### src/logic/line_diag_pkg.sv
// package: register map, timing and carriers for the line fault diagnostic
package line_diag_pkg;
	// register byte offsets on the apb bus
	localparam logic [7:0] off_fault_flags = 8'h00;
	localparam logic [7:0] off_control     = 8'h04;
	localparam logic [7:0] off_status      = 8'h08;
	localparam logic [7:0] off_read_cmd    = 8'h0c;
	localparam logic [7:0] off_period      = 8'h10;

	// reset values
	localparam logic [7:0] fault_flags_reset = 8'hff;
	localparam logic [0:0] control_reset     = 1'h0;

	// fault bit positions
	localparam int vg_bit_lo   = 0;
	localparam int vg_bit_hi   = 1;
	localparam int nern_bit_lo = 2;
	localparam int nern_bit_hi = 3;
	localparam int pump_bit_lo = 4;
	localparam int pump_bit_hi = 5;
	localparam int heat_bit_lo = 6;
	localparam int heat_bit_hi = 7;

	// control register field
	localparam int ctrl_pump_off_bit = 0;

	// window figures in 32nds of a measurement period
	localparam int slots_per_period = 32;
	localparam int vg_filter_slots   = 16;
	localparam int nern_wait_slots   = 4;
	localparam int nern_active_slots = 8;
	localparam int pump_gnd_slots    = 128;
	localparam int pump_bat_slots    = 2;
	localparam int heat_filter_slots = 32;

	// clear time after the read command, in ns, and clock period in ns
	localparam int clear_time_ns = 1000;
	localparam int clk_period_ns = 4;
	localparam int clear_cycles  = clear_time_ns / clk_period_ns;

	// default slot length in pclk cycles, a 32nd of the measurement period
	localparam int slot_cycles_default = 40;

	// sampled sensor comparator inputs travel together
	typedef struct packed {
		logic vg_low;
		logic vg_high;
		logic nern_low;
		logic nern_high;
		logic pump_low;
		logic pump_thresh;
		logic pump_high;
		logic heat_drain;
		logic heat_gate;
		logic supply_low;
		logic first_sample;
		logic meas_phase;
	} sense_t;
endpackage

### src/logic/sensor_line_fault_diagnostic.sv
// line fault detection with filtering windows and an apb register file
//
// The APB register port and the register addresses were decided locally.
`timescale 1ns/1ps

module sensor_line_fault_diagnostic
	import line_diag_pkg::*;
#(
	parameter int slot_cycles = slot_cycles_default
) (
	input  wire logic        pclk,
	input  wire logic        presetn,
	input  wire logic        psel,
	input  wire logic        penable,
	input  wire logic        pwrite,
	input  wire logic [7:0]  paddr,
	input  wire logic [31:0] pwdata,
	output logic      [31:0] prdata,
	output logic             pready,
	output logic             pslverr,
	input  wire sense_t      sense_in,
	output logic             low_supply_signal,
	output logic             measurement_current_phase_seen
);
	// elaboration checks: every counter below is sized for these ranges
	// the divider is 16 bits wide, so a slot is at most 65535 cycles
	if (slot_cycles < 1 || slot_cycles > 65535) begin : bad_slot
		$error("slot_cycles out of range");
	end
	// slot index and nernst counter are five bits: 32 slots a period
	if (slots_per_period != 32) begin : bad_period
		$error("slots_per_period must be 32");
	end
	// nernst counter parks at 31, so the window must end before it
	if (nern_wait_slots + nern_active_slots > 31
		|| nern_active_slots < 1) begin : bad_nernst
		$error("nernst window does not fit the slot counter");
	end
	// filter counters are eight bits and count up to the window, one past its last slot
	if (vg_filter_slots < 1 || vg_filter_slots > 255) begin : bad_vg
		$error("vg filter window out of range");
	end
	if (pump_gnd_slots < 1 || pump_gnd_slots > 255) begin : bad_pg
		$error("pump ground window out of range");
	end
	if (pump_bat_slots < 1 || pump_bat_slots > 255) begin : bad_pb
		$error("pump battery window out of range");
	end
	// heater counter stops at the last slot, one below the window
	if (heat_filter_slots < 1 || heat_filter_slots > 256) begin : bad_hf
		$error("heater window out of range");
	end
	// the restore timer is nine bits wide
	if (clear_cycles < 1 || clear_cycles > 512) begin : bad_clear
		$error("clear time does not fit the restore timer");
	end

	localparam int sw = 16;
	localparam logic [sw-1:0] slot_last = sw'(slot_cycles - 1);
	localparam logic [7:0] vg_last   = 8'(vg_filter_slots - 1);
	localparam logic [7:0] pg_last   = 8'(pump_gnd_slots - 1);
	localparam logic [7:0] pb_last   = 8'(pump_bat_slots - 1);
	localparam logic [7:0] hf_last   = 8'(heat_filter_slots - 1);
	localparam logic [4:0] nw_slots  = 5'(nern_wait_slots);
	localparam logic [4:0] na_end    = 5'(nern_wait_slots + nern_active_slots);
	localparam logic [8:0] clr_last  = 9'(clear_cycles - 1);

	// two-stage synchroniser for every pin input
	// only the second stage is read; stage one may go metastable
	sense_t sync1_reg;
	sense_t s;
	always_ff @(posedge pclk or negedge presetn) begin
		if (!presetn) begin
			sync1_reg <= '0;
			s         <= '0;
		end else begin
			sync1_reg <= sense_in;
			s         <= sync1_reg;
		end
	end

	// slot divider: one pulse per 1/32 of a measurement period
	// every window counts these same ticks, so all stay in step
	logic [sw-1:0] div_reg;
	logic          slot_tick;
	logic [4:0]    slot_reg;
	assign slot_tick = (div_reg == slot_last);
	always_ff @(posedge pclk or negedge presetn) begin
		if (!presetn) begin
			div_reg  <= '0;
			slot_reg <= '0;
		end else if (slot_tick) begin
			div_reg  <= '0;
			slot_reg <= slot_reg + 5'h01;
		end else begin
			div_reg <= div_reg + 16'h0001;
		end
	end

	// software registers
	logic       pump_off_control;
	logic [7:0] flags_reg;
	logic       read_cmd;
	logic [8:0] clr_cnt_reg;
	logic       clearing_reg;
	logic       wr_en;
	logic       rd_en;
	assign wr_en = psel && penable && pwrite;
	// read data is fetched in setup so it stands through the access
	assign rd_en = psel && !penable && !pwrite;
	assign read_cmd = wr_en && (paddr == off_read_cmd);

	always_ff @(posedge pclk or negedge presetn) begin
		if (!presetn)
			pump_off_control <= control_reset[0];
		else if (wr_en && paddr == off_control)
			pump_off_control <= pwdata[ctrl_pump_off_bit];
	end

	// phase edge detection and nernst window slot counter
	// each phase edge restarts the wait before the window
	logic       phase_d_reg;
	logic [4:0] nslot_reg;
	logic       nern_open;
	logic       nern_close;
	always_ff @(posedge pclk or negedge presetn) begin
		if (!presetn) begin
			phase_d_reg <= 1'b0;
			nslot_reg   <= 5'h1f;
		end else begin
			phase_d_reg <= s.meas_phase;
			if (s.meas_phase != phase_d_reg)
				nslot_reg <= '0;
			else if (slot_tick && nslot_reg != 5'h1f)
				nslot_reg <= nslot_reg + 5'h01;
		end
	end
	assign nern_open  = (nslot_reg >= nw_slots) && (nslot_reg < na_end);
	assign nern_close = slot_tick && (nslot_reg == na_end - 5'h01);
	assign measurement_current_phase_seen = phase_d_reg;

	// nernst faults captured in the window, reported once per period
	logic nern_gnd_reg;
	logic nern_bat_reg;
	logic nern_gnd_hit;
	logic nern_bat_hit;
	always_ff @(posedge pclk or negedge presetn) begin
		if (!presetn) begin
			nern_gnd_reg <= 1'b0;
			nern_bat_reg <= 1'b0;
		end else if (nern_close) begin
			nern_gnd_reg <= 1'b0;
			nern_bat_reg <= 1'b0;
		end else if (nern_open) begin
			if (s.meas_phase && s.nern_low)
				nern_gnd_reg <= 1'b1;
			if (!s.meas_phase && s.nern_high)
				nern_bat_reg <= 1'b1;
		end
	end
	// one result per window, and one window per period
	// the closing cycle itself still counts towards the result
	assign nern_gnd_hit = nern_close
		&& (nern_gnd_reg || (s.meas_phase && s.nern_low));
	assign nern_bat_hit = nern_close
		&& (nern_bat_reg || (!s.meas_phase && s.nern_high));

	// slot-counting filters: condition must hold for the whole window
	logic [7:0] vgl_reg;
	logic [7:0] vgh_reg;
	logic [7:0] pgl_reg;
	logic [7:0] pbh_reg;
	logic       vgl_hit;
	logic       vgh_hit;
	logic       pgl_hit;
	logic       pbh_hit;
	logic       pump_gnd_cond;
	logic       pump_bat_cond;
	// pump off mutes both pump checks and restarts their counts
	assign pump_gnd_cond = !pump_off_control && s.pump_low
		&& s.pump_thresh;
	assign pump_bat_cond = !pump_off_control && s.pump_high;

	always_ff @(posedge pclk or negedge presetn) begin
		if (!presetn) begin
			vgl_reg <= '0;
			vgh_reg <= '0;
			pgl_reg <= '0;
			pbh_reg <= '0;
		end else begin
			// a dropout restarts the count so short glitches vanish
			// trade-off: a one-cycle dropout also discards a long run
			if (!s.vg_low)
				vgl_reg <= '0;
			else if (slot_tick && vgl_reg <= vg_last)
				vgl_reg <= vgl_reg + 8'h01;
			if (!s.vg_high)
				vgh_reg <= '0;
			else if (slot_tick && vgh_reg <= vg_last)
				vgh_reg <= vgh_reg + 8'h01;
			if (!pump_gnd_cond)
				pgl_reg <= '0;
			else if (slot_tick && pgl_reg <= pg_last)
				pgl_reg <= pgl_reg + 8'h01;
			if (!pump_bat_cond)
				pbh_reg <= '0;
			else if (slot_tick && pbh_reg <= pb_last)
				pbh_reg <= pbh_reg + 8'h01;
		end
	end
	assign vgl_hit = vgl_reg > vg_last;
	assign vgh_hit = vgh_reg > vg_last;
	assign pgl_hit = pgl_reg > pg_last;
	assign pbh_hit = pbh_reg > pb_last;

	// heater filter: any event starts a window, fault stored at its end
	logic       heat_fault;
	logic       heat_run_reg;
	logic [7:0] heat_cnt_reg;
	logic       heat_seen_reg;
	logic       heat_gnd_reg;
	logic       heat_bat_reg;
	logic       heat_end;
	// a fault is a drain level that disagrees with the gate command
	// gate low: ground short or open load; gate high: battery short
	assign heat_fault = s.heat_gate ? !s.heat_drain : s.heat_drain;
	assign heat_end = heat_run_reg && slot_tick && heat_cnt_reg == hf_last;
	always_ff @(posedge pclk or negedge presetn) begin
		if (!presetn) begin
			heat_run_reg  <= 1'b0;
			heat_cnt_reg  <= '0;
			heat_seen_reg <= 1'b0;
			heat_gnd_reg  <= 1'b0;
			heat_bat_reg  <= 1'b0;
		end else if (heat_end) begin
			heat_run_reg  <= 1'b0;
			heat_seen_reg <= 1'b0;
			heat_gnd_reg  <= 1'b0;
			heat_bat_reg  <= 1'b0;
		end else if (heat_run_reg) begin
			if (slot_tick)
				heat_cnt_reg <= heat_cnt_reg + 8'h01;
			if (heat_fault) begin
				heat_seen_reg <= 1'b1;
				heat_gnd_reg  <= heat_gnd_reg | !s.heat_gate;
				heat_bat_reg  <= heat_bat_reg | s.heat_gate;
			end
		end else if (heat_fault) begin
			heat_run_reg  <= 1'b1;
			heat_cnt_reg  <= '0;
			heat_seen_reg <= 1'b1;
			heat_gnd_reg  <= !s.heat_gate;
			heat_bat_reg  <= s.heat_gate;
		end
	end

	// low supply flag raised during the first sampling phase
	// the flag outlives the fault until a diagnostic read restores all
	logic lv_hit;
	assign lv_hit = s.supply_low && s.first_sample;
	always_ff @(posedge pclk or negedge presetn) begin
		if (!presetn)
			low_supply_signal <= 1'b0;
		else if (lv_hit)
			low_supply_signal <= 1'b1;
		else if (clearing_reg && clr_cnt_reg == clr_last)
			low_supply_signal <= 1'b0;
	end

	// clear timer after the read command ends
	// restore lands at the end of the allowed time, not earlier
	always_ff @(posedge pclk or negedge presetn) begin
		if (!presetn) begin
			clearing_reg <= 1'b0;
			clr_cnt_reg  <= '0;
		end else if (read_cmd) begin
			clearing_reg <= 1'b1;
			clr_cnt_reg  <= '0;
		end else if (clearing_reg) begin
			if (clr_cnt_reg == clr_last)
				clearing_reg <= 1'b0;
			else
				clr_cnt_reg <= clr_cnt_reg + 9'h001;
		end
	end

	// clear mask from this cycle's qualified events, active-low flags
	// events in one cycle simply merge their masks
	logic [7:0] hit_mask;
	always_comb begin
		hit_mask = '0;
		if (lv_hit) begin
			hit_mask[vg_bit_hi]   = 1'b1;
			hit_mask[nern_bit_hi] = 1'b1;
			hit_mask[pump_bit_hi] = 1'b1;
		end
		if (vgl_hit) begin
			hit_mask[vg_bit_lo] = 1'b1;
			hit_mask[vg_bit_hi] = 1'b1;
		end
		if (vgh_hit)
			hit_mask[vg_bit_lo] = 1'b1;
		if (nern_gnd_hit) begin
			hit_mask[nern_bit_lo] = 1'b1;
			hit_mask[nern_bit_hi] = 1'b1;
		end
		if (nern_bat_hit)
			hit_mask[nern_bit_lo] = 1'b1;
		if (pgl_hit) begin
			hit_mask[pump_bit_lo] = 1'b1;
			hit_mask[pump_bit_hi] = 1'b1;
		end
		if (pbh_hit)
			hit_mask[pump_bit_lo] = 1'b1;
		if (heat_end && heat_seen_reg) begin
			hit_mask[heat_bit_lo] = heat_gnd_reg;
			hit_mask[heat_bit_hi] = heat_bat_reg;
		end
	end

	// flag register: a fault in the restore cycle still lands, set wins
	// faults qualified while the restore timer runs are overwritten
	always_ff @(posedge pclk or negedge presetn) begin
		if (!presetn)
			flags_reg <= fault_flags_reset;
		else if (clearing_reg && clr_cnt_reg == clr_last)
			flags_reg <= fault_flags_reset & ~hit_mask;
		else
			flags_reg <= flags_reg & ~hit_mask;
	end
	// heater switch is not touched here; faults only flag

	// apb read mux, zero wait states
	// pready stays high: every access completes in one access cycle
	logic addr_ok;
	assign addr_ok = (paddr == off_fault_flags) || (paddr == off_control)
		|| (paddr == off_status) || (paddr == off_read_cmd)
		|| (paddr == off_period);
	assign pready  = 1'b1;
	assign pslverr = psel && penable && !addr_ok;
	always_ff @(posedge pclk or negedge presetn) begin
		if (!presetn)
			prdata <= '0;
		else if (rd_en) begin
			case (paddr)
			off_fault_flags: prdata <= {24'h000000, flags_reg};
			off_control:     prdata <= {31'h00000000, pump_off_control};
			off_status:      prdata <= {27'h0000000, nslot_reg != 5'h1f,
				clearing_reg, heat_run_reg, phase_d_reg,
				low_supply_signal};
			off_period:      prdata <= {27'h0000000, slot_reg};
			default:         prdata <= '0;
			endcase
		end
	end
endmodule
### config.mk
export PLATFORM = sky130hd
export DESIGN_NAME = sensor_line_fault_diagnostic
export DESIGN_NICKNAME = d
export VERILOG_FILES = /design/src/logic/line_diag_pkg.sv /design/src/logic/sensor_line_fault_diagnostic.sv
export SDC_FILE = /design/constraint.sdc
export NUM_CORES = 1
export LEC_CHECK = 0
export BUFFER_PORTS_ARGS = -buffer_cell sky130_fd_sc_hd__buf_2
export CORE_MARGIN = 2
export CORE_UTILIZATION = 60
export CTS_CLUSTER_DIAMETER = 80
export DETAILED_ROUTE_END_ITERATION = 12
export PLACE_DENSITY = 0.95
export REMOVE_ABC_BUFFERS = 1
export SLEW_MARGIN = 10
export SYNTH_ARGS = -nofsm -noshare
export SYNTH_HDL_FRONTEND = slang
export SYNTH_SLANG_ARGS = --single-unit
### constraint.sdc
create_clock -name pclk -period 4.11 [get_ports pclk]
set_input_delay 0.2055 -clock pclk [delete_from_list [all_inputs] [get_ports pclk]]
set_output_delay 0.2055 -clock pclk [all_outputs]
set_load 0.01 [all_outputs]
==> impl_metrics.prom, run 1 <==
# TYPE chip_impl_metric gauge
chip_impl_metric{name="layout_min_cycle_time",unit="ps"} 2590
chip_impl_metric{name="setup-violations-final",unit=""} 0
chip_impl_metric{name="hpwl",unit="microns"} 7240
chip_impl_info{name="clockRootBuffer",value="sky130_fd_sc_hd__clkbuf_8"} 1
chip_impl_metric{name="synthesis.area_per_instance",unit="sq um"} 10.8
chip_impl_metric{name="area_growth",unit="%"} 18.3
chip_impl_metric{name="detail_route.wirelength",unit="microns"} 11900
chip_impl_metric{name="tritoncts_num_sinks",unit=""} 125
chip_impl_info{name="worst_setup_path_end_kind",value="register"} 1
chip_impl_metric{name="reg2reg_slack",unit="ps"} 1520
chip_impl_metric{name="clock_latency_at_the_later_pin_of_the_worst_skew_pair",unit="ps"} 530
chip_impl_metric{name="post_route_setup_tns",unit="ps"} 0
chip_impl_metric{name="synth_async_sr_flop_share",unit="%"} 100
chip_impl_metric{name="timing_hold_violations_final",unit=""} 0
chip_impl_metric{name="worst_slew_pin_slew",unit="ps"} 1040
chip_impl_metric{name="reg2regPathDepth",unit=""} 6
chip_impl_metric{name="wire_length_per_cell",unit="microns"} 16.9
chip_impl_info{name="yosys.cell_count.top_type",value="sky130_fd_sc_hd__dfrtp_1"} 1
chip_impl_metric{name="synth_seq_area_share",unit="%"} 55.6
chip_impl_metric{name="detail_route.vias_per_cell",unit=""} 5.72
chip_impl_info{name="regToRegEndpoint",value="nslot_reg[4]"} 1
chip_impl_metric{name="route.antenna.remaining_nets",unit=""} 0
chip_impl_metric{name="place_area",unit="sq um"} 5820
chip_impl_metric{name="synthesized_flop_and_latch_total",unit=""} 125
chip_impl_metric{name="design.die.area",unit="sq um"} 10200
chip_impl_metric{name="wire_length_of_the_first_global_routing_pass",unit="microns"} 19800
chip_impl_metric{name="gp_routability_congestion",unit=""} 0.881
chip_impl_metric{name="antenna_violations_before_repair",unit=""} 0
chip_impl_metric{name="rows",unit=""} 35
chip_impl_metric{name="io_buffer_count",unit=""} 36
chip_impl_info{name="crit_type",value="reg -> reg"} 1
chip_impl_metric{name="power.ir.vdd_worst",unit="uV"} 257
chip_impl_info{name="min_path_type",value="in -> reg"} 1
chip_impl_metric{name="stdcell_area",unit="sq um"} 6690
chip_impl_metric{name="critPathRequiredTime",unit="ps"} 4560
chip_impl_metric{name="yosysTopAreaCellShare",unit="%"} 49.6
chip_impl_info{name="dominantRegCellSynth",value="sky130_fd_sc_hd__dfrtp_1"} 1
chip_impl_metric{name="clock_tree.buffer_depth",unit=""} 2
chip_impl_metric{name="count_of_warnings_emitted_by_yosys",unit=""} 0
chip_impl_metric{name="syn_area",unit="sq um"} 5660
chip_impl_metric{name="total_power_divided_by_cell_area",unit="nW/um^2"} 494
chip_impl_info{name="synth.largest_area_cell",value="sky130_fd_sc_hd__dfrtp_1"} 1
chip_impl_metric{name="detailedRoute.firstIterationViolations",unit=""} 286
chip_impl_metric{name="die_h",unit="microns"} 101
chip_impl_metric{name="cts_inserted_buffers",unit=""} 17
chip_impl_metric{name="worst_hold_path_cells",unit=""} 4
chip_impl_info{name="status",value="finished clean"} 1
chip_impl_metric{name="timing.critical_path.slowest_cell_delay",unit="ps"} 710
chip_impl_metric{name="critPathArrivalTime",unit="ps"} 3040
chip_impl_metric{name="worst_hold_slack",unit="ps"} 33.9
chip_impl_metric{name="final_min_period_over_clock_period",unit="%"} 63.0
chip_impl_metric{name="placeableCoreArea",unit="sq um"} 9200
chip_impl_metric{name="drc",unit=""} 0
chip_impl_metric{name="number_of_enable_flip_flop_cells_after_synthesis",unit=""} 0
chip_impl_info{name="synth_top_cells_by_area",value="sky130_fd_sc_hd__dfrtp_1 50%, sky130_fd_sc_hd__dfstp_2 6.0%, sky130_fd_sc_hd__xnor2_1 4.6%, sky130_fd_sc_hd__nor2_1 4.0%, sky130_fd_sc_hd__buf_4 3.5%"} 1
chip_impl_metric{name="io_pins",unit=""} 93
chip_impl_metric{name="slew-limit-headroom",unit="%"} 30.7
chip_impl_metric{name="clkSlewWorstSetupHoldPaths",unit="ps"} 60
chip_impl_info{name="hold_start",value="paddr[6]"} 1
chip_impl_metric{name="synth.distinct_cells",unit=""} 53
chip_impl_info{name="cp_slowest_cell",value="sky130_fd_sc_hd__nand4_1"} 1
chip_impl_metric{name="timing.final.max_slew_violations",unit=""} 0
chip_impl_metric{name="largest_net_degree_at_the_start_of_global_routing",unit=""} 87
chip_impl_metric{name="post_route_cells_drive_above_1_share",unit="%"} 15.2
chip_impl_metric{name="antenna-diode-count",unit=""} 0
chip_impl_metric{name="cts_resized",unit=""} 0
chip_impl_info{name="worst_r2r_startpoint",value="div_reg[0]"} 1
chip_impl_metric{name="drt_pre_antenna_iters",unit=""} 5
chip_impl_metric{name="num_vias",unit=""} 4025
chip_impl_metric{name="power.leakage",unit="uW"} 0.00306
chip_impl_metric{name="timing.fmax",unit="MHz"} 386
chip_impl_metric{name="globalRouteTotalUtil",unit="%"} 25.4
chip_impl_metric{name="utilization",unit="%"} 72.8
chip_impl_info{name="rsz_0062_raised_after_global_routing",value="no"} 1
chip_impl_metric{name="die-width",unit="microns"} 101
chip_impl_metric{name="synthesis.instances",unit=""} 525
chip_impl_info{name="worst_setup_path_start_kind",value="register"} 1
chip_impl_info{name="crit_chain",value="ha_1 -> nor4bb_1 -> nand4_1 -> nor2_1 -> nand2_1 -> a21oi_1"} 1
chip_impl_metric{name="h-tree-depth",unit=""} 4
chip_impl_metric{name="vias_in_the_first_global_route",unit=""} 4144
chip_impl_info{name="worstHoldEndpoint",value="prdata[0]"} 1
chip_impl_metric{name="globalRoute.totalOverflow",unit=""} 0
chip_impl_metric{name="largest_register_ffs",unit=""} 16
chip_impl_metric{name="finalClockSkew",unit="ps"} 7.90
chip_impl_metric{name="cp_max_fo",unit=""} 17
chip_impl_metric{name="drv_cap",unit=""} 0
chip_impl_metric{name="initial_utilization",unit="%"} 61.5
chip_impl_info{name="netlist_top_cells_count",value="112 x sky130_fd_sc_hd__dfrtp_1, 61 x sky130_fd_sc_hd__nor2_1, 40 x sky130_fd_sc_hd__nand2_1"} 1
chip_impl_metric{name="fin_nets",unit=""} 651
chip_impl_info{name="tritoncts",value="built"} 1
## repair_timing
action,in CTS,in global routing
hold buffers,14,0
endpoints found under the setup margin,0,0
setup buffers,0,0
endpoints found under the hold margin,87,0
## cells by family after synthesis
family	count (synthesis)	share of synthesized area, %
flip-flops	125	55.6
other	2	0.133
buffers and inverters	51	5.29
AO/OA/AOI/OAI	72	7.96
adder cells (fa/ha/maj)	14	3.10
multiplexers	5	0.907
XOR/XNOR	43	6.66
AND/OR/NAND/NOR	213	20.4
## cell type report
class	instances	area, sq um
inverter	12	45.0
sequential	125	3140
timing repair buffer	52	338
multi-input combinational	372	2300
fill	568	2500
clock buffer	22	473
clock inverter	10	254
tap	111	139
## per-layer routing
metal  share of wire (%)  wire length [microns]  GRT usage (%)
met5                   0                      0              0
met1                  41                   4830           29.9
met3                 4.6                    552           5.76
met2                  52                   6170           43.6
met4                 2.9                    344           13.2
## power by group
group          internal (uW)  total, uW  switching (uW)
clock                   1300       1840             546
combinational           55.3        139            83.7
sequential              1280       1320            44.3
total                   2630       3300             674
## through the flow
stage / setup WS, ps / instances / total power [uW]
final: 1520 / 704 / 3300
after detailed placement: 1690 / 658 / 1470
after global placement: 1760 / 658 / 1460
after CTS: 1560 / 704 / 3310
after global routing: 1380 / 704 / 3400
after floorplan: 2130 / 509 / 1410
## critical path: cells and delay by family, from the launching register on
family	cells	cell delay, ps
AOI/OAI and AO/OA	1	190
adders and majority gates	1	280
DFF	1	420
and+or+nand+nor	4	1610
## how the worst max path moves through the flow
stage                     startpoint              end
after floorplan           div_reg[0]  heat_cnt_reg[6]
after global placement    div_reg[0]  heat_cnt_reg[0]
after detailed placement  div_reg[0]  heat_cnt_reg[0]
after CTS                 div_reg[0]  heat_cnt_reg[0]
after global routing      div_reg[0]     nslot_reg[4]
final                     div_reg[0]     nslot_reg[4]
## cell usage in the layout, fill, tap and decap left out, drive strengths merged, types with 3 or more instances in the layout
| cell | count |
|---|---|
| a21boi | 4 |
| and2 | 18 |
| dfstp | 13 |
| and4 | 4 |
| xnor2 | 30 |
| bufinv | 8 |
| mux2i | 4 |
| a31oi | 3 |
| nand2 | 41 |
| ha | 14 |
| nand3 | 23 |
| buf | 38 |
| or3 | 5 |
| nor2b | 3 |
| nor2 | 61 |
| o21ai | 17 |
| o21a | 4 |
| nand2b | 4 |
| nand4 | 13 |
| or4 | 3 |
| and3 | 8 |
| xor2 | 13 |
| dlygate4sd3 | 14 |
| nor4 | 10 |
| o22ai | 4 |
| a22o | 3 |
| inv | 13 |
| dfrtp | 112 |
| a21oi | 22 |
| nor3 | 13 |
| conb | 25 |
| clkbuf | 22 |
(Power assumes the default switching activity.)
==> run 2: changes to the inputs <==
- CORE_UTILIZATION: 60 -> 51
- PLACE_DENSITY: 0.95 -> 0.87
- clock period: 4.11 -> 2.1 ns (I/O delays scaled with it)
==> impl_metrics.prom, run 2 (synthesized netlist as in run 1, its figures left out) <==
# TYPE chip_impl_metric gauge
chip_impl_info{name="status",value="finished clean"} 1
chip_impl_metric{name="detail_route.vias_per_cell",unit=""} 5.55
chip_impl_metric{name="post_route_setup_tns",unit="ps"} 0
chip_impl_metric{name="worst_hold_slack",unit="ps"} 44.9
chip_impl_metric{name="slew-limit-headroom",unit="%"} 58.1
chip_impl_metric{name="detail_route.wirelength",unit="microns"} 11800
chip_impl_metric{name="timing_hold_violations_final",unit=""} 0
chip_impl_metric{name="tritoncts_num_sinks",unit=""} 125
chip_impl_metric{name="globalRoute.totalOverflow",unit=""} 0
chip_impl_metric{name="io_buffer_count",unit=""} 36
chip_impl_metric{name="die-width",unit="microns"} 109
chip_impl_info{name="worst_setup_path_end_kind",value="register"} 1
chip_impl_metric{name="critPathRequiredTime",unit="ps"} 2550
chip_impl_metric{name="cts_inserted_buffers",unit=""} 17
chip_impl_metric{name="vias_in_the_first_global_route",unit=""} 4071
chip_impl_metric{name="place_area",unit="sq um"} 5920
chip_impl_metric{name="clock_tree.buffer_depth",unit=""} 2
chip_impl_info{name="tritoncts",value="built"} 1
chip_impl_info{name="final_cell_mix",value="112 x sky130_fd_sc_hd__dfrtp_1, 59 x sky130_fd_sc_hd__nor2_1, 40 x sky130_fd_sc_hd__nand2_1"} 1
chip_impl_metric{name="placeableCoreArea",unit="sq um"} 10800
chip_impl_metric{name="setup-violations-final",unit=""} 0
chip_impl_metric{name="drt_pre_antenna_iters",unit=""} 5
chip_impl_metric{name="worst_slew_pin_slew",unit="ps"} 628
chip_impl_metric{name="initial_utilization",unit="%"} 52.2
chip_impl_metric{name="largest_net_degree_at_the_start_of_global_routing",unit=""} 126
chip_impl_info{name="clockRootBuffer",value="sky130_fd_sc_hd__clkbuf_8"} 1
chip_impl_metric{name="smallest_setup_slack_after_layout",unit="ps"} 107
chip_impl_metric{name="fin_nets",unit=""} 663
chip_impl_info{name="min_path_type",value="in -> reg"} 1
chip_impl_metric{name="timing.fmax",unit="MHz"} 502
chip_impl_metric{name="power.ir.vdd_worst",unit="uV"} 477
chip_impl_metric{name="io_pins",unit=""} 93
chip_impl_info{name="crit_type",value="reg -> reg"} 1
chip_impl_metric{name="cp_max_fo",unit=""} 14
chip_impl_metric{name="critPathArrivalTime",unit="ps"} 2440
chip_impl_metric{name="num_vias",unit=""} 4138
chip_impl_metric{name="h-tree-depth",unit=""} 4
chip_impl_info{name="cp_slowest_cell",value="sky130_fd_sc_hd__dfrtp_1"} 1
chip_impl_metric{name="stdcell_area",unit="sq um"} 6740
chip_impl_metric{name="rows",unit=""} 38
chip_impl_metric{name="largest_register_ffs",unit=""} 16
chip_impl_metric{name="area_growth",unit="%"} 19.2
chip_impl_metric{name="drv_cap",unit=""} 0
chip_impl_metric{name="globalRouteTotalUtil",unit="%"} 20.7
chip_impl_metric{name="timing.final.max_slew_violations",unit=""} 0
chip_impl_metric{name="gp_routability_congestion",unit=""} 0.896
chip_impl_metric{name="power.leakage",unit="uW"} 0.00305
chip_impl_metric{name="clock_latency_at_the_later_pin_of_the_worst_skew_pair",unit="ps"} 530
chip_impl_info{name="worst_setup_path_start_kind",value="register"} 1
chip_impl_metric{name="final_min_period_over_clock_period",unit="%"} 94.9
chip_impl_metric{name="detailedRoute.firstIterationViolations",unit=""} 365
chip_impl_metric{name="wire_length_per_cell",unit="microns"} 15.8
chip_impl_metric{name="route.antenna.remaining_nets",unit=""} 0
chip_impl_metric{name="hpwl",unit="microns"} 7200
chip_impl_info{name="crit_chain",value="ha_1 -> nor4bb_1 -> nand4_1 -> buf_4 -> nor2_1 -> nand2_1 -> a21oi_1"} 1
chip_impl_metric{name="antenna_violations_before_repair",unit=""} 0
chip_impl_metric{name="drc",unit=""} 0
chip_impl_metric{name="total_power_divided_by_cell_area",unit="nW/um^2"} 860
chip_impl_metric{name="pre_cts_slack",unit="ps"} 151
chip_impl_metric{name="num-fill-cells",unit=""} 756
chip_impl_metric{name="clkSlewWorstSetupHoldPaths",unit="ps"} 60
chip_impl_info{name="layout.cells.most_common",value="sky130_fd_sc_hd__dfrtp_1"} 1
chip_impl_metric{name="design.die.area",unit="sq um"} 11900
chip_impl_metric{name="post_route_cells_drive_above_1_share",unit="%"} 17.0
chip_impl_metric{name="die_h",unit="microns"} 109
chip_impl_metric{name="utilization",unit="%"} 62.2
chip_impl_metric{name="layout_min_cycle_time",unit="ps"} 1990
chip_impl_metric{name="timing.critical_path.slowest_cell_delay",unit="ps"} 410
chip_impl_metric{name="wire_length_of_the_first_global_routing_pass",unit="microns"} 19000
chip_impl_metric{name="antenna-diode-count",unit=""} 0
chip_impl_metric{name="finalClockSkew",unit="ps"} 8.04
[run 2: cell type report]
class,count,area (sq um),share of cell area [%]
Sequential cell,125,3140,46.7
Multi-Input combinational cell,372,2320,34.4
Timing Repair Buffer,64,455,6.76
Clock buffer,19,432,6.41
Tap cell,140,175,2.60
Clock inverter,13,166,2.47
Inverter,12,45.0,0.668
[run 2: metal layers]
metal	up-vias	wire, microns	global-route usage, %	share of wire, %
li1	1892	-	-	-
met1	2049	4780	24.0	41
met2	159	6000	35.4	51
met3	38	627	5.57	5.3
met4	0	375	10.6	3.2
met5	-	0	0	0
[run 2: worst paths after layout]
kind,from,depth (start not counted),to,slack (ps)
worst max-delay path,div_reg[0],7,pbh_reg[1],110
worst min-delay path,paddr[4],4,prdata[0],40
worst max register to register,div_reg[0],7,pbh_reg[1],110
worst min register to register,sync1_reg[3],0,s[3],350
max in group asynchronous,presetn,3,vgh_reg[6],1430
min in group asynchronous,presetn,3,pbh_reg[4],220
[run 2: worst max-delay path: cells and delay by family (launching register included)]
| family | cells | cell delay, ps |
|---|---|---|
| AOI/OAI and AO/OA | 1 | 170 |
| DFF | 1 | 410 |
| and+or+nand+nor | 4 | 840 |
| adders and majority gates | 1 | 230 |
| buffers and inverters | 1 | 250 |
[run 2: repair_timing]
item                                   CTS  global route
hold buffers                            19             0
buffers inserted                         0             1
gates resized for setup                  0             7
setup endpoints to repair                0            18
endpoints found under the hold margin  127             0
[run 2: stage by stage]
step                      instances  total power [uW]
after detailed placement        693              2890
after global placement          693              2860
after CTS                       744              5820
after floorplan                 509              2750
after global routing            745              6000
final                           745              5800
[run 2: power by group]
group	switching, uW	internal, uW	total, uW	leakage, uW
Clock	1070	1840	2920	0.000284
Combinational	167	115	283	0.00118
Sequential	94.8	2500	2600	0.00158
==> run 3: changes to the inputs <==
- PLACE_DENSITY: 0.87 -> 0.77
==> impl_metrics.prom, run 3 (synthesized netlist as in run 1, its figures left out) <==
# TYPE chip_impl_metric gauge
chip_impl_metric{name="finalClockSkew",unit="ps"} 9.31
chip_impl_metric{name="cp_max_fo",unit=""} 4
chip_impl_metric{name="antenna_violations_before_repair",unit=""} 0
chip_impl_metric{name="total_power_divided_by_cell_area",unit="nW/um^2"} 840
chip_impl_info{name="hold_start",value="paddr[4]"} 1
chip_impl_metric{name="die_h",unit="microns"} 109
chip_impl_metric{name="gp_routability_congestion",unit=""} 0.825
chip_impl_metric{name="critPathRequiredTime",unit="ps"} 2520
chip_impl_metric{name="power.leakage",unit="uW"} 0.00304
chip_impl_metric{name="stdcell_area",unit="sq um"} 6750
chip_impl_info{name="worst_setup_path_end_kind",value="register"} 1
chip_impl_metric{name="globalRoute.totalOverflow",unit=""} 0
chip_impl_metric{name="power_switching_share",unit="%"} 23.5
chip_impl_info{name="clockRootBuffer",value="sky130_fd_sc_hd__clkbuf_8"} 1
chip_impl_metric{name="worst_hold_slack",unit="ps"} 42.3
chip_impl_metric{name="place_area",unit="sq um"} 5950
chip_impl_metric{name="detail_route.vias_per_cell",unit=""} 5.35
chip_impl_info{name="worst_setup_path_start_kind",value="primary input"} 1
chip_impl_metric{name="wire_length_of_the_first_global_routing_pass",unit="microns"} 18200
chip_impl_metric{name="setup-violations-final",unit=""} 0
chip_impl_metric{name="critPathArrivalTime",unit="ps"} 2450
chip_impl_metric{name="power",unit="uW"} 5660
chip_impl_metric{name="h-tree-depth",unit=""} 4
chip_impl_metric{name="pwr-share-clk",unit="%"} 49.1
chip_impl_info{name="worstHoldEndpoint",value="prdata[0]"} 1
chip_impl_metric{name="seq_power_share",unit="%"} 45.8
chip_impl_metric{name="comb_power_share",unit="%"} 5.1
chip_impl_metric{name="utilization",unit="%"} 62.2
chip_impl_metric{name="initial_utilization",unit="%"} 52.2
chip_impl_metric{name="reg2regPathDepth",unit=""} 6
chip_impl_metric{name="drv_cap",unit=""} 0
chip_impl_info{name="tritoncts",value="built"} 1
chip_impl_metric{name="cts_inserted_buffers",unit=""} 17
chip_impl_metric{name="worst_slew_pin_slew",unit="ps"} 625
chip_impl_metric{name="timing_hold_violations_final",unit=""} 0
chip_impl_metric{name="io_buffer_count",unit=""} 36
chip_impl_metric{name="area_growth",unit="%"} 19.3
chip_impl_metric{name="num-fill-cells",unit=""} 835
chip_impl_metric{name="globalRouteTotalUtil",unit="%"} 20.0
chip_impl_metric{name="seq_area",unit="sq um"} 3140
chip_impl_metric{name="largest_net_degree_at_the_start_of_global_routing",unit=""} 51
chip_impl_metric{name="timing.fmax",unit="MHz"} 493
chip_impl_metric{name="internal_power",unit="uW"} 4330
chip_impl_info{name="crit_type",value="in -> reg"} 1
chip_impl_metric{name="detailedRoute.firstIterationViolations",unit=""} 278
chip_impl_info{name="status",value="finished clean"} 1
chip_impl_metric{name="drc",unit=""} 0
chip_impl_metric{name="largest_register_ffs",unit=""} 16
chip_impl_metric{name="drt_pre_antenna_iters",unit=""} 4
chip_impl_metric{name="worst_hold_path_cells",unit=""} 4
chip_impl_info{name="regToRegEndpoint",value="flags_reg[3]"} 1
chip_impl_metric{name="placeableCoreArea",unit="sq um"} 10800
chip_impl_info{name="layout.cells.most_common",value="sky130_fd_sc_hd__dfrtp_1"} 1
chip_impl_metric{name="p_switching",unit="uW"} 1330
chip_impl_metric{name="num_vias",unit=""} 4000
chip_impl_metric{name="clock_latency_at_the_later_pin_of_the_worst_skew_pair",unit="ps"} 530
chip_impl_info{name="worst_r2r_startpoint",value="div_reg[4]"} 1
chip_impl_metric{name="wire_length_per_cell",unit="microns"} 14.4
chip_impl_metric{name="post_route_cells_drive_above_1_share",unit="%"} 17.1
chip_impl_metric{name="layout_min_cycle_time",unit="ps"} 2030
chip_impl_metric{name="antenna-diode-count",unit=""} 0
chip_impl_metric{name="die-width",unit="microns"} 109
chip_impl_metric{name="reg2reg_slack",unit="ps"} 120
chip_impl_metric{name="design.die.area",unit="sq um"} 11900
chip_impl_metric{name="pre_cts_slack",unit="ps"} 121
chip_impl_metric{name="power.ir.vdd_worst",unit="uV"} 460
chip_impl_metric{name="rows",unit=""} 38
chip_impl_metric{name="clkSlewWorstSetupHoldPaths",unit="ps"} 60
chip_impl_metric{name="combined_area_of_the_multi_input_logic_cells",unit="sq um"} 2320
chip_impl_info{name="min_path_type",value="in -> reg"} 1
chip_impl_metric{name="timing.final.max_slew_violations",unit=""} 0
chip_impl_metric{name="final_min_period_over_clock_period",unit="%"} 96.5
chip_impl_metric{name="tritoncts_num_sinks",unit=""} 125
chip_impl_metric{name="clock_tree.buffer_depth",unit=""} 2
chip_impl_metric{name="route.antenna.remaining_nets",unit=""} 0
chip_impl_info{name="final_cell_mix",value="112 x sky130_fd_sc_hd__dfrtp_1, 60 x sky130_fd_sc_hd__nor2_1, 40 x sky130_fd_sc_hd__nand2_1"} 1
chip_impl_metric{name="detail_route.wirelength",unit="microns"} 10800
chip_impl_metric{name="vias_in_the_first_global_route",unit=""} 4025
chip_impl_metric{name="fin_nets",unit=""} 666
chip_impl_metric{name="slew-limit-headroom",unit="%"} 58.0
chip_impl_metric{name="hpwl",unit="microns"} 7170
chip_impl_metric{name="smallest_setup_slack_after_layout",unit="ps"} 73.3
chip_impl_metric{name="io_pins",unit=""} 93
-- run 3: what timing repair did --
item,CTS,global route
hold buffers,20,0
setup buffers,0,0
endpoints found under the setup margin,0,3
gates resized for setup,0,4
endpoints found under the hold margin,132,0
-- run 3: critical path: stages --
cell	delay [ps]
sky130_fd_sc_hd__dlygate4sd3_1	540
sky130_fd_sc_hd__buf_2	120
sky130_fd_sc_hd__nor2_1	110
sky130_fd_sc_hd__dlygate4sd3_1	570
sky130_fd_sc_hd__nand2_1	100
sky130_fd_sc_hd__dlygate4sd3_1	590
sky130_fd_sc_hd__o41ai_1	330
-- run 3: area by class of cell --
cell class,count,share of cell area (%)
sequential,125,46.6
multi-input combinational,372,34.4
timing repair buffer,67,7.27
clock buffer,18,6.34
tap,140,2.60
clock inverter,14,2.15
inverter,12,0.668
-- run 3: metrics by stage --
step	cells	TNS [ps]
6_report	748	0
5_1_grt	748	-1.97
4_1_cts	748	0
3_5_place_dp	696	0
3_3_place_gp	696	0
2_1_floorplan	509	0
-- run 3: worst max path at each step --
| stage | startpoint | endpoint | slack, ps | cells after the start |
|---|---|---|---|---|
| after floorplan | div_reg[0] | heat_cnt_reg[6] | 120 | 6 |
| after global placement | div_reg[3] | flags_reg[2] | 220 | 5 |
| after detailed placement | div_reg[3] | pgl_reg[3] | 120 | 6 |
| after CTS | paddr[6] | clearing_reg | 80 | 9 |
| after global routing | paddr[6] | prdata[0] | -2 | 7 |
| final | paddr[6] | prdata[0] | 70 | 7 |
-- run 3: routing by layer --
metal | track usage, % | vias to the layer above | share of wire [%]
li1 | - | 1902 | -
met4 | 8.59 | 0 | 1.9
met3 | 5.63 | 22 | 5.4
met2 | 33.5 | 126 | 50
met5 | 0 | - | 0
met1 | 24.2 | 1950 | 43
-- run 3: power by group through the flow --
stage / clock (uW) / combinational (uW) / sequential [uW]
global placement: 0 / 245 / 2620
CTS: 2820 / 292 / 2590
finish: 2780 / 289 / 2600
global route: 2950 / 333 / 2610
floorplan: 0 / 145 / 2610
detailed placement: 0 / 262 / 2630
